--- src/core/fp_pkg.sv ---
package fp_pkg;

  // ----------------------------------------------------------------
  // Clock and time base
  // ----------------------------------------------------------------
  localparam int unsigned CLK_HZ = 25_000_000;
  localparam int unsigned MS_PER_S = 1000;
  localparam int unsigned MS_TICK_CYC = CLK_HZ / MS_PER_S;

  // ----------------------------------------------------------------
  // Frequency measurement
  // ----------------------------------------------------------------
  localparam int unsigned FREQ_SCALE = 100;
  localparam logic [31:0] FREQ_NUM = 32'(64'(CLK_HZ) * 64'(FREQ_SCALE));
  localparam int unsigned F_MIN_HZ = 40;
  localparam int unsigned F_MAX_HZ = 70;
  localparam int unsigned PER_MAX_CYC = CLK_HZ / F_MIN_HZ;
  localparam int unsigned PER_MIN_CYC = CLK_HZ / F_MAX_HZ;
  localparam int unsigned PER_W = 20;
  localparam logic [23:0] VMAG_PCT = 24'h00001E;
  localparam logic [23:0] PCT_FULL = 24'h000064;
  localparam logic [2:0] MATCH_N = 3'h4;
  localparam logic [2:0] INVAL_N = 3'h4;
  localparam logic [2:0] PERSIST_N = 3'h5;
  localparam logic [1:0] RATE_LAG = 2'h3;

  // ----------------------------------------------------------------
  // Setting limits and reset values
  // ----------------------------------------------------------------
  localparam logic [15:0] THR_MIN = 16'h0FA0;
  localparam logic [15:0] THR_MAX = 16'h1770;
  localparam logic [15:0] OVF_THR_RST = 16'h13EC;
  localparam logic [15:0] UNF_THR_RST = 16'h1324;
  localparam logic [15:0] RT_THR_MAX = 16'h01F4;
  localparam logic [15:0] RT_THR_RST = 16'h0032;
  localparam logic [15:0] DLY_MIN = 16'h0064;
  localparam logic [15:0] DLY_MAX = 16'hEA60;
  localparam logic [15:0] DLY_RST = 16'h00C8;
  localparam logic [8:0] CTRL_RST = 9'h047;
  localparam logic [11:0] WGT_RST = 12'h111;
  // Arbitrary neutral rated-voltage magnitude.
  localparam logic [15:0] VRATED_RST = 16'h4000;

  // ----------------------------------------------------------------
  // Register offsets and control fields
  // ----------------------------------------------------------------
  localparam logic [7:0] CTRL_OFF = 8'h00;
  localparam logic [7:0] OVF_THR_OFF = 8'h04;
  localparam logic [7:0] UNF_THR_OFF = 8'h08;
  localparam logic [7:0] RT_THR_OFF = 8'h0C;
  localparam logic [7:0] OVF_DLY_OFF = 8'h10;
  localparam logic [7:0] UNF_DLY_OFF = 8'h14;
  localparam logic [7:0] RT_DLY_OFF = 8'h18;
  localparam logic [7:0] WGT_OFF = 8'h1C;
  localparam logic [7:0] VRATED_OFF = 8'h20;
  localparam logic [7:0] STATUS_OFF = 8'h24;
  localparam logic [7:0] RATE_OFF = 8'h28;
  localparam int unsigned CB_OVF_ON = 0;
  localparam int unsigned CB_UNF_ON = 1;
  localparam int unsigned CB_RT_ON = 2;
  localparam int unsigned CB_OVF_SO = 4;
  localparam int unsigned CB_UNF_SO = 5;
  localparam int unsigned CB_RT_SO = 6;
  localparam int unsigned CB_WSUM = 8;

  typedef enum logic [0:0] {FPM_IDLE, FPM_TIMING} fp_meas_t;

endpackage

--- src/core/fp_divu.sv ---
`timescale 1ns/10ps
module fp_divu #(
  parameter int W = 32
) (
  // Clock and reset
  input wire logic clk,
  input wire logic rst_n,
  // Request
  input wire logic start,
  input wire logic [W-1:0] dividend,
  input wire logic [W-1:0] divisor,
  // Result
  output logic done,
  output logic [W-1:0] quotient
);

  logic [W-1:0] rem_q;
  logic [W-1:0] quo_q;
  logic [W-1:0] dvs_q;
  logic [7:0] cnt_q;
  logic done_q;
  logic [W:0] shifted;
  logic take;

  // One quotient bit per cycle keeps the area small; a period is far longer.
  assign shifted = {rem_q, quo_q[W-1]};
  // The divisor is held for the whole division, since its source keeps counting.
  assign take = shifted >= {1'b0, dvs_q};

  always_ff @(posedge clk or negedge rst_n) begin
    if (!rst_n) begin
      rem_q <= '0;
      quo_q <= '0;
      dvs_q <= '0;
      cnt_q <= 8'h00;
      done_q <= 1'b0;
    end else if (cnt_q == 8'h00) begin
      done_q <= 1'b0;
      if (start) begin
        rem_q <= '0;
        quo_q <= dividend;
        dvs_q <= divisor;
        cnt_q <= 8'(W);
      end
    end else begin
      rem_q <= take ? W'(shifted - {1'b0, dvs_q}) : shifted[W-1:0];
      quo_q <= {quo_q[W-2:0], take};
      cnt_q <= cnt_q - 8'h01;
      done_q <= cnt_q == 8'h01;
    end
  end

  assign done = done_q;
  assign quotient = quo_q;

endmodule

--- src/core/fp_delay_timer.sv ---
`timescale 1ns/10ps
module fp_delay_timer #(
  parameter int W = 16
) (
  // Clock and reset
  input wire logic clk,
  input wire logic rst_n,
  // Time base and control
  input wire logic tick,
  input wire logic run,
  input wire logic [W-1:0] delay,
  // Result
  output logic expired
);

  logic [W:0] cnt_q;
  logic over;

  // The first tick may be partial, so one tick more than the delay is counted.
  assign over = cnt_q > {1'b0, delay};

  always_ff @(posedge clk or negedge rst_n) begin
    if (!rst_n) begin
      cnt_q <= '0;
    end else if (!run) begin
      cnt_q <= '0;
    end else if (tick && !over) begin
      cnt_q <= cnt_q + (W+1)'(1);
    end
  end

  assign expired = run && over;

endmodule

--- src/core/fp_freq_protect.sv ---
`timescale 1ns/10ps
// ----------------------------------------------------------------
// ----------------------------------------------------------------
module fp_freq_protect #(
  parameter int unsigned MS_TICK_CYC = fp_pkg::MS_TICK_CYC,
  parameter int unsigned PER_MAX_CYC = fp_pkg::PER_MAX_CYC,
  parameter int unsigned PER_MIN_CYC = fp_pkg::PER_MIN_CYC
) (
  // Clock and reset
  input wire logic hclk,
  input wire logic hresetn,
  // AHB-Lite slave
  input wire logic hsel,
  input wire logic [31:0] haddr,
  input wire logic [1:0] htrans,
  input wire logic hwrite,
  input wire logic [2:0] hsize,
  input wire logic [31:0] hwdata,
  input wire logic hready,
  output logic [31:0] hrdata,
  output logic hreadyout,
  output logic hresp,
  // Voltage samples and magnitude
  input wire logic smp_valid,
  input wire logic signed [15:0] smp_a,
  input wire logic signed [15:0] smp_b,
  input wire logic signed [15:0] smp_c,
  input wire logic [15:0] v_mag,
  // Blocking inputs
  input wire logic overf_block,
  input wire logic underf_block,
  input wire logic rate_block,
  // Start and trip outputs
  output logic overf_start,
  output logic overf_trip,
  output logic underf_start,
  output logic underf_trip,
  output logic rate_start,
  output logic rate_trip,
  // Measured frequency
  output logic [15:0] freq_meas,
  output logic freq_valid
);

  // ----------------------------------------------------------------
  // Register bus
  // ----------------------------------------------------------------
  logic wr_q;
  logic [7:0] addr_q;
  logic [8:0] ctrl_q;
  logic [15:0] ov_thr_q;
  logic [15:0] uf_thr_q;
  logic signed [15:0] rt_thr_q;
  logic [15:0] ov_dly_q;
  logic [15:0] uf_dly_q;
  logic [15:0] rt_dly_q;
  logic [11:0] wgt_q;
  logic [15:0] vrated_q;
  logic [31:0] status_w;
  logic [31:0] rate_w;
  logic acc_phase;

  function automatic logic [15:0] fp_clamp(input logic [31:0] v, input logic [15:0] lo,
                                           input logic [15:0] hi);
    if (v < {16'h0000, lo}) begin
      return lo;
    end
    if (v > {16'h0000, hi}) begin
      return hi;
    end
    return v[15:0];
  endfunction

  function automatic logic [15:0] fp_clamp_s(input logic [31:0] v, input logic [15:0] mag);
    logic signed [31:0] sv;
    logic signed [31:0] lim;
    sv = $signed(v);
    lim = $signed({16'h0000, mag});
    if (sv > lim) begin
      return mag;
    end
    if (sv < -lim) begin
      return 16'(-lim);
    end
    return v[15:0];
  endfunction

  assign acc_phase = hsel && htrans[1] && hready;
  assign hreadyout = 1'b1;
  assign hresp = 1'b0;

  wire wr_ctrl = wr_q && addr_q == fp_pkg::CTRL_OFF;
  wire wr_ovthr = wr_q && addr_q == fp_pkg::OVF_THR_OFF;
  wire wr_ufthr = wr_q && addr_q == fp_pkg::UNF_THR_OFF;
  wire wr_rtthr = wr_q && addr_q == fp_pkg::RT_THR_OFF;
  wire wr_ovdly = wr_q && addr_q == fp_pkg::OVF_DLY_OFF;
  wire wr_ufdly = wr_q && addr_q == fp_pkg::UNF_DLY_OFF;
  wire wr_rtdly = wr_q && addr_q == fp_pkg::RT_DLY_OFF;
  wire wr_wgt = wr_q && addr_q == fp_pkg::WGT_OFF;
  wire wr_vrat = wr_q && addr_q == fp_pkg::VRATED_OFF;

  always_ff @(posedge hclk or negedge hresetn) begin
    if (!hresetn) begin
      wr_q <= 1'b0;
      addr_q <= 8'h00;
    end else if (hready) begin
      wr_q <= acc_phase && hwrite;
      addr_q <= haddr[7:0];
    end
  end

  // Thresholds and delays are clamped into their legal span as they are written; control, weights and rated voltage are stored as written.
  always_ff @(posedge hclk or negedge hresetn) begin
    if (!hresetn) begin
      ctrl_q <= fp_pkg::CTRL_RST;
      ov_thr_q <= fp_pkg::OVF_THR_RST;
      uf_thr_q <= fp_pkg::UNF_THR_RST;
      rt_thr_q <= fp_pkg::RT_THR_RST;
      ov_dly_q <= fp_pkg::DLY_RST;
      uf_dly_q <= fp_pkg::DLY_RST;
      rt_dly_q <= fp_pkg::DLY_RST;
      wgt_q <= fp_pkg::WGT_RST;
      vrated_q <= fp_pkg::VRATED_RST;
    end else begin
      if (wr_ctrl) ctrl_q <= hwdata[8:0];
      if (wr_ovthr) ov_thr_q <= fp_clamp(hwdata, fp_pkg::THR_MIN, fp_pkg::THR_MAX);
      if (wr_ufthr) uf_thr_q <= fp_clamp(hwdata, fp_pkg::THR_MIN, fp_pkg::THR_MAX);
      if (wr_rtthr) rt_thr_q <= fp_clamp_s(hwdata, fp_pkg::RT_THR_MAX);
      if (wr_ovdly) ov_dly_q <= fp_clamp(hwdata, fp_pkg::DLY_MIN, fp_pkg::DLY_MAX);
      if (wr_ufdly) uf_dly_q <= fp_clamp(hwdata, fp_pkg::DLY_MIN, fp_pkg::DLY_MAX);
      if (wr_rtdly) rt_dly_q <= fp_clamp(hwdata, fp_pkg::DLY_MIN, fp_pkg::DLY_MAX);
      if (wr_wgt) wgt_q <= hwdata[11:0];
      if (wr_vrat) vrated_q <= hwdata[15:0];
    end
  end

  // Reading in the data phase from the stored address sees a write just before it.
  assign hrdata =
    (addr_q == fp_pkg::CTRL_OFF) ? {23'h000000, ctrl_q} :
    (addr_q == fp_pkg::OVF_THR_OFF) ? {16'h0000, ov_thr_q} :
    (addr_q == fp_pkg::UNF_THR_OFF) ? {16'h0000, uf_thr_q} :
    (addr_q == fp_pkg::RT_THR_OFF) ? 32'(rt_thr_q) :
    (addr_q == fp_pkg::OVF_DLY_OFF) ? {16'h0000, ov_dly_q} :
    (addr_q == fp_pkg::UNF_DLY_OFF) ? {16'h0000, uf_dly_q} :
    (addr_q == fp_pkg::RT_DLY_OFF) ? {16'h0000, rt_dly_q} :
    (addr_q == fp_pkg::WGT_OFF) ? {20'h00000, wgt_q} :
    (addr_q == fp_pkg::VRATED_OFF) ? {16'h0000, vrated_q} :
    (addr_q == fp_pkg::STATUS_OFF) ? status_w :
    (addr_q == fp_pkg::RATE_OFF) ? rate_w : 32'h00000000;

  // ----------------------------------------------------------------
  // Measured signal and zero crossing
  // ----------------------------------------------------------------
  logic signed [20:0] prod_a;
  logic signed [20:0] prod_b;
  logic signed [20:0] prod_c;
  logic signed [22:0] wsum;
  logic sig_neg;
  logic prev_neg_q;
  logic xing;
  logic vmag_ok;

  assign prod_a = smp_a * $signed({1'b0, wgt_q[3:0]});
  assign prod_b = smp_b * $signed({1'b0, wgt_q[7:4]});
  assign prod_c = smp_c * $signed({1'b0, wgt_q[11:8]});
  assign wsum = 23'(prod_a) + 23'(prod_b) + 23'(prod_c);
  assign sig_neg = ctrl_q[fp_pkg::CB_WSUM] ? wsum[22] : smp_a[15];
  assign xing = smp_valid && prev_neg_q && !sig_neg;
  assign vmag_ok = 24'(v_mag) * fp_pkg::PCT_FULL > 24'(vrated_q) * fp_pkg::VMAG_PCT;

  always_ff @(posedge hclk or negedge hresetn) begin
    if (!hresetn) begin
      prev_neg_q <= 1'b0;
    end else if (smp_valid) begin
      prev_neg_q <= sig_neg;
    end
  end

  // ----------------------------------------------------------------
  // Period meter
  // ----------------------------------------------------------------
  fp_pkg::fp_meas_t st_q;
  fp_pkg::fp_meas_t st_d;
  logic [fp_pkg::PER_W-1:0] per_cnt_q;
  logic [fp_pkg::PER_W-1:0] per_cnt_d;
  logic timeout;
  logic per_ok;
  logic div_start;
  logic inval_evt;
  logic div_done;
  logic [31:0] quot;

  assign timeout = per_cnt_q >= fp_pkg::PER_W'(PER_MAX_CYC);
  assign per_ok = per_cnt_q >= fp_pkg::PER_W'(PER_MIN_CYC);
  assign div_start = st_q == fp_pkg::FPM_TIMING && xing && per_ok && vmag_ok;
  assign inval_evt = st_q == fp_pkg::FPM_TIMING && ((xing && !div_start) || timeout);

  always_comb begin
    st_d = st_q;
    per_cnt_d = per_cnt_q + fp_pkg::PER_W'(1);
    unique case (st_q)
      fp_pkg::FPM_IDLE: begin
        per_cnt_d = fp_pkg::PER_W'(1);
        if (xing) begin
          st_d = fp_pkg::FPM_TIMING;
        end
      end
      fp_pkg::FPM_TIMING: begin
        if (timeout) begin
          st_d = fp_pkg::FPM_IDLE;
        end
        if (xing) begin
          per_cnt_d = fp_pkg::PER_W'(1);
        end
      end
    endcase
  end

  always_ff @(posedge hclk or negedge hresetn) begin
    if (!hresetn) begin
      st_q <= fp_pkg::FPM_IDLE;
      per_cnt_q <= '0;
    end else begin
      st_q <= st_d;
      per_cnt_q <= per_cnt_d;
    end
  end

  // Frequency in hundredths of a hertz is the clock rate over the period.
  // Tying the numerator to the longest period keeps the hertz scale when limits shrink.
  localparam logic [31:0] FREQ_NUM_P = 32'(64'(fp_pkg::F_MIN_HZ) * 64'(fp_pkg::FREQ_SCALE)
                                           * 64'(PER_MAX_CYC));
  fp_divu #(.W(32)) u_div (
    .clk(hclk),
    .rst_n(hresetn),
    .start(div_start),
    .dividend(FREQ_NUM_P),
    .divisor({12'h000, per_cnt_q}),
    .done(div_done),
    .quotient(quot)
  );

  // ----------------------------------------------------------------
  // Acceptance of the measured frequency
  // ----------------------------------------------------------------
  logic [15:0] new_f;
  logic [15:0] cand_q;
  logic [15:0] acc_q;
  logic [2:0] match_q;
  logic [2:0] match_d;
  logic [2:0] inv_q;
  logic zero_evt;
  logic evt_q;

  assign new_f = quot[15:0];
  assign match_d = div_done ? ((new_f != cand_q) ? 3'h1 :
                               (match_q == fp_pkg::MATCH_N) ? match_q : match_q + 3'h1) :
                   inval_evt ? 3'h0 : match_q;
  assign zero_evt = inval_evt && inv_q >= fp_pkg::INVAL_N - 3'h1;

  always_ff @(posedge hclk or negedge hresetn) begin
    if (!hresetn) begin
      cand_q <= 16'h0000;
      acc_q <= 16'h0000;
      match_q <= 3'h0;
      inv_q <= 3'h0;
      evt_q <= 1'b0;
    end else begin
      match_q <= match_d;
      evt_q <= div_done;
      if (div_done) cand_q <= new_f;
      if (div_done && match_d == fp_pkg::MATCH_N) acc_q <= new_f;
      if (zero_evt) acc_q <= 16'h0000;
      if (div_done) begin
        inv_q <= 3'h0;
      end else if (inval_evt && inv_q != fp_pkg::INVAL_N) begin
        inv_q <= inv_q + 3'h1;
      end
    end
  end

  // ----------------------------------------------------------------
  // Over- and under-frequency comparators
  // ----------------------------------------------------------------
  logic ov_cond;
  logic uf_cond;
  logic [2:0] ov_cnt_q;
  logic [2:0] uf_cnt_q;
  logic ov_start_c;
  logic uf_start_c;

  // A zero frequency means no measurement, so it never counts as low.
  assign ov_cond = acc_q > ov_thr_q;
  assign uf_cond = acc_q != 16'h0000 && acc_q < uf_thr_q;

  always_ff @(posedge hclk or negedge hresetn) begin
    if (!hresetn) begin
      ov_cnt_q <= 3'h0;
      uf_cnt_q <= 3'h0;
    end else begin
      if (!ov_cond) begin
        ov_cnt_q <= 3'h0;
      end else if (evt_q && ov_cnt_q != fp_pkg::PERSIST_N) begin
        ov_cnt_q <= ov_cnt_q + 3'h1;
      end
      if (!uf_cond) begin
        uf_cnt_q <= 3'h0;
      end else if (evt_q && uf_cnt_q != fp_pkg::PERSIST_N) begin
        uf_cnt_q <= uf_cnt_q + 3'h1;
      end
    end
  end

  assign ov_start_c = ctrl_q[fp_pkg::CB_OVF_ON] && !overf_block && ov_cond
                      && ov_cnt_q == fp_pkg::PERSIST_N;
  assign uf_start_c = ctrl_q[fp_pkg::CB_UNF_ON] && !underf_block && uf_cond
                      && uf_cnt_q == fp_pkg::PERSIST_N;

  // ----------------------------------------------------------------
  // Rate of change comparator
  // ----------------------------------------------------------------
  logic [15:0] hist_q [3];
  logic [1:0] hist_cnt_q;
  logic signed [16:0] rate_q;
  logic rate_ok_q;
  logic rt_cmp;
  logic rt_start_c;

  always_ff @(posedge hclk or negedge hresetn) begin
    if (!hresetn) begin
      hist_q[0] <= 16'h0000;
      hist_q[1] <= 16'h0000;
      hist_q[2] <= 16'h0000;
      hist_cnt_q <= 2'h0;
      rate_q <= '0;
      rate_ok_q <= 1'b0;
    end else if (zero_evt) begin
      hist_cnt_q <= 2'h0;
      rate_ok_q <= 1'b0;
    end else if (evt_q) begin
      hist_q[0] <= acc_q;
      hist_q[1] <= hist_q[0];
      hist_q[2] <= hist_q[1];
      if (hist_cnt_q != fp_pkg::RATE_LAG) hist_cnt_q <= hist_cnt_q + 2'h1;
      rate_q <= $signed({1'b0, acc_q}) - $signed({1'b0, hist_q[2]});
      rate_ok_q <= hist_cnt_q == fp_pkg::RATE_LAG && acc_q != 16'h0000
                   && hist_q[2] != 16'h0000;
    end
  end

  // A negative setting watches a falling frequency, a positive one a rising.
  assign rt_cmp = rt_thr_q[15] ? rate_q < 17'(rt_thr_q) : rate_q > 17'(rt_thr_q);
  assign rt_start_c = ctrl_q[fp_pkg::CB_RT_ON] && !rate_block && rate_ok_q
                      && rt_cmp;

  // ----------------------------------------------------------------
  // Definite time delays and outputs
  // ----------------------------------------------------------------
  logic [15:0] ms_cnt_q;
  logic ms_tick;
  logic ov_exp;
  logic uf_exp;
  logic rt_exp;

  assign ms_tick = ms_cnt_q == 16'(MS_TICK_CYC - 1);

  always_ff @(posedge hclk or negedge hresetn) begin
    if (!hresetn) begin
      ms_cnt_q <= 16'h0000;
    end else begin
      ms_cnt_q <= ms_tick ? 16'h0000 : ms_cnt_q + 16'h0001;
    end
  end

  fp_delay_timer #(.W(16)) u_ov_tmr (
    .clk(hclk),
    .rst_n(hresetn),
    .tick(ms_tick),
    .run(ov_start_c),
    .delay(ov_dly_q),
    .expired(ov_exp)
  );

  fp_delay_timer #(.W(16)) u_uf_tmr (
    .clk(hclk),
    .rst_n(hresetn),
    .tick(ms_tick),
    .run(uf_start_c),
    .delay(uf_dly_q),
    .expired(uf_exp)
  );

  fp_delay_timer #(.W(16)) u_rt_tmr (
    .clk(hclk),
    .rst_n(hresetn),
    .tick(ms_tick),
    .run(rt_start_c),
    .delay(rt_dly_q),
    .expired(rt_exp)
  );

  always_ff @(posedge hclk or negedge hresetn) begin
    if (!hresetn) begin
      overf_start <= 1'b0;
      underf_start <= 1'b0;
      rate_start <= 1'b0;
      overf_trip <= 1'b0;
      underf_trip <= 1'b0;
      rate_trip <= 1'b0;
    end else begin
      overf_start <= ov_start_c;
      underf_start <= uf_start_c;
      rate_start <= rt_start_c;
      overf_trip <= ov_start_c && ov_exp && !ctrl_q[fp_pkg::CB_OVF_SO];
      underf_trip <= uf_start_c && uf_exp && !ctrl_q[fp_pkg::CB_UNF_SO];
      rate_trip <= rt_start_c && rt_exp && !ctrl_q[fp_pkg::CB_RT_SO];
    end
  end

  assign freq_meas = acc_q;
  assign freq_valid = acc_q != 16'h0000;
  assign status_w = {8'h00, rate_ok_q, rate_trip, rate_start, underf_trip, underf_start,
                     overf_trip, overf_start, freq_valid, acc_q};
  assign rate_w = 32'(rate_q);

endmodule

--- config.mk ---
export PLATFORM = sky130hd
export DESIGN_NAME = fp_freq_protect
export DESIGN_NICKNAME = d
export VERILOG_FILES = /design/src/core/fp_pkg.sv /design/src/core/fp_divu.sv /design/src/core/fp_delay_timer.sv /design/src/core/fp_freq_protect.sv
export SDC_FILE = /design/constraint.sdc
export NUM_CORES = 2
export LEC_CHECK = 0
export BUFFER_PORTS_ARGS = -buffer_cell sky130_fd_sc_hd__buf_2
export CAP_MARGIN = 20
export CORE_MARGIN = 2
export CORE_UTILIZATION = 58
export CTS_BUF_LIST = sky130_fd_sc_hd__clkbuf_8
export CTS_CLUSTER_DIAMETER = 40
export CTS_CLUSTER_SIZE = 16
export DETAILED_ROUTE_END_ITERATION = 7
export PLACE_DENSITY = 0.79
export SLEW_MARGIN = 10
export SYNTH_ARGS = -nofsm -noshare
export SYNTH_HDL_FRONTEND = slang
export SYNTH_SLANG_ARGS = --single-unit
--- constraint.sdc ---
create_clock -name hclk -period 6.9 [get_ports hclk]
set_input_delay 0.69 -clock hclk [delete_from_list [all_inputs] [get_ports hclk]]
set_output_delay 0.69 -clock hclk [all_outputs]
set_load 0.01 [all_outputs]
==> flow_summary.yaml <==
critical_path:
  cp.required_ps: 7450
  crit_path_max_incr_delay_ps: 600
  crit_fanout: 20
  startpoint_type: "flop"
  worstSetupPathType: "reg -> reg"
  end_kind: "flop"
  path_cells: "buf_12 > and2_4 > fa_2 > inv_2 > fa_2 > inv_2 > fa_1 > fa_1 > fa_1 > inv_2 > fa_1 > inv_2 > ha_4 > nand4_1 > buf_4 > nor4_4 > a221oi_4 > a31oi_4 > nand2_4 > or3_4 > a211oi_4 > nand2_2 > buf_12 > mux2_2"
  slowest_stage: "fa_2"
  critPathArrivalTime_ps: 7440
flow_run:
  maxCapViolations: 0
timing:
  period_needed_ps: 6888
  rsz0062_at_grt: "true"
  whs_ps: 119.4
  fin_skew_ps: 46.62
  setup_tns_ps: 0
  slew_violations: 0
  timing.final.crit_share: 0.9983
  setup_violations: 0
  hold_viol: 0
  max_freq_mhz: 145.2
  worst_slew_pin_slew_ps: 1164
  maxSlewHeadroom: 0.2230
drt:
  wl_met2_um: 41390
  drt_wl_total_um: 91200
  top_layer: "met5"
  vias_per_cell: 5.892
  met1Wirelength_um: 38350
  vias: 27640
  drtIter0Drc: 2633
  wl_per_cell_um: 19.45
  routed-wl-met3_um: 7539
  drc: 0
  drtPass1Iterations: 7
  ant_nets: 0
clock_tree:
  cts_inserted_buffers: 68
  cts_tree: "yes"
  root_buffer: "clkbuf_8"
  cts.clk_slew.worst_paths_ps: 70
  clock_sinks: 443
  clk_latency_ps: 690
  ctsLongestPathBuffers: 3
  h-tree-depth: 3
  ctsHoldBuffers: 0
synth:
  yosysMostFrequentCell: "inv_1"
  synth_seq_cells: 443
  synth_cell_type_count: 86
  postSynth.asyncResetShare: 1.000
  synth_top_area_cell: "dfrtp_1"
  synth_area_per_cell_um2: 9.583
  netlist_top_cells_count: "inv_1 (465), dfrtp_1 (410), nand2_1 (380), ha_1 (330), fa_1 (216)"
  netlist.area_leader.share: 0.2938
  seq_area_frac_synth: 0.3186
  synth_nets: 4332
  synth_edf_count: 0
  synthTopCellsByArea: "dfrtp_1 (29%), fa_1 (12%), ha_1 (12%)"
  syn_inst: 3644
  ys.flop_type: "dfrtp_1"
  synth_area_um2: 34920
  yosysWarnings: 0
global_route:
  grt_usage: 0.2949
  grt_overflow: 0
  grt_pass1_vias: 27340
  antenna_found_initial: 14
  grt_max_degree: 193
  grt_first_pass_wirelength_um: 146700
die:
  die_area_um2: 62190
  row_count: 89
  ios: 199
  die_h_um: 249.4
  coreArea_um2: 59240
  die_w_um: 249.4
  start_util: 0.5895
layout:
  syn2layout_area_growth_pct: 11.50
  nets: 4547
  final_util: 0.6573
  final_cells: 4690
  drive_above_1_share: 0.1575
placement:
  gp_congestion: 0.9926
  place_inst: 4541
  portBuffers: 168
  hpwl_um: 67920
worst_hold_path:
  hold_class: "in -> async"
power_and_ir_drop:
  p_per_area_nw_per_um2: 314.2
  power_uw: 12240
  p_leak_uw: 0.01994
  vdd_drop_max_mv: 0.4162
run_status:
  status: "complete, no violations"
[cells in the final DEF (no fill, tap or decap), drive strengths merged, types with 11 or more instances in the layout]
cell,instances
a31oi,18
o21a,20
nor2,185
nor4,35
clkinv,13
xor2,73
a211oi,16
nand3,70
nor3,39
nand2b,27
a211o,14
and2,157
a21oi,155
fa,216
o21ai,199
xnor2,82
dfrtp,410
mux2i,51
mux2,137
clkbuf,77
a22oi,32
nand4,64
a21o,53
buf,256
dfstp,33
a222oi,12
ha,330
nor2b,32
and3,29
o31ai,11
o211ai,16
nand2,380
inv,488
o22ai,21
[layout make-up]
class	instances	area (um^2)
diodes	5	12.51
clock buffers	72	991.0
clock inverters	51	584.3
fillers	4704	20300
inverters	466	1749
multi-input cells	2619	21720
flip-flops and latches	443	11140
well taps	773	967.2
repair buffers	261	1775
[worst paths after layout]
kind	slack, ps	endpoint	from	cells past startpoint
max reg2reg	10	u_div.dvs_q[0]	wgt_q[11]	24
max	10	u_div.dvs_q[0]	wgt_q[11]	24
min	120	addr_q[3]	hresetn	1
min in group hclk	250	prev_neg_q	smp_valid	2
min reg2reg	480	u_div.quotient[31]	u_div.quotient[30]	2
max in group asynchronous	5230	u_div.dvs_q[0]	hresetn	2
[report_power, final]
group          internal [uW]  switching [uW]
logic                   2940            3520
registers               2800             404
clock network           1340            1230
[timing repair]
item / 4_1_cts / 5_1_grt
resized for setup: 9 / 42
setup endpoints to repair: 68 / 158
setup buffers: 1 / 14
cloned: 0 / 4
pin swaps: 5 / 29
[registers in the layout, summed over array words and instances (netlist names), 8 cells and up]
| signal | count |
|---|---|
| u_div.dvs_q | 20 |
| rate_q | 17 |
| u_uf_tmr.cnt_q | 17 |
| ms_cnt_q | 16 |
| u_rt_tmr.cnt_q | 17 |
| wgt_q | 12 |
| u_div.quotient | 32 |
| u_div.cnt_q | 8 |
| uf_dly_q | 16 |
| cand_q | 16 |
| ov_thr_q | 16 |
| uf_thr_q | 16 |
| per_cnt_q | 20 |
| hist_q | 48 |
| rt_dly_q | 16 |
| vrated_q | 16 |
| freq_meas | 16 |
| u_ov_tmr.cnt_q | 17 |
| ov_dly_q | 16 |
| u_div.rem_q | 32 |
| ctrl_q | 9 |
| rt_thr_q | 16 |
| addr_q | 8 |
[kinds of logic (layout without fill, tap and decap cells)]
logic type | count (synthesis) | after routing | share of synthesized area
AND/OR/NAND/NOR | 1072 | 1072 | 0.1500
AO/OA/AOI/OAI | 655 | 655 | 0.1208
buffers and inverters | 582 | 850 | 0.06510
adder cells (fa/ha/maj) | 546 | 546 | 0.2421
flip-flops | 443 | 443 | 0.3186
multiplexers | 188 | 188 | 0.06374
XOR/XNOR | 156 | 156 | 0.03952
other | 2 | 7 | 0.0002150
[stage by stage]
| stage | area (um^2) | setup WS (ps) |
|---|---|---|
| finish | 38940 | 11.52 |
| global route | 38940 | -131.8 |
| detailed placement | 36960 | -422.1 |
| global placement | 36950 | -353.5 |
| CTS | 38580 | 11.55 |
| floorplan | 34920 | 158.7 |
[critical path, delay by kind of cell, from the launching register on]
kind | cells | cell delay [ps]
compound gates | 3 | 670
fa+ha+maj | 7 | 3470
buf+inv | 7 | 690
flops | 1 | 430
mux | 1 | 280
simple gates | 6 | 1250
[per-layer routing]
layer / GRT usage / vias to the layer above
li1: - / 12840
met1: 0.4077 / 13520
met2: 0.4581 / 1032
met3: 0.06174 / 236
met4: 0.1127 / 14
met5: 0 / -
Power figures use the tool's default switching activity.
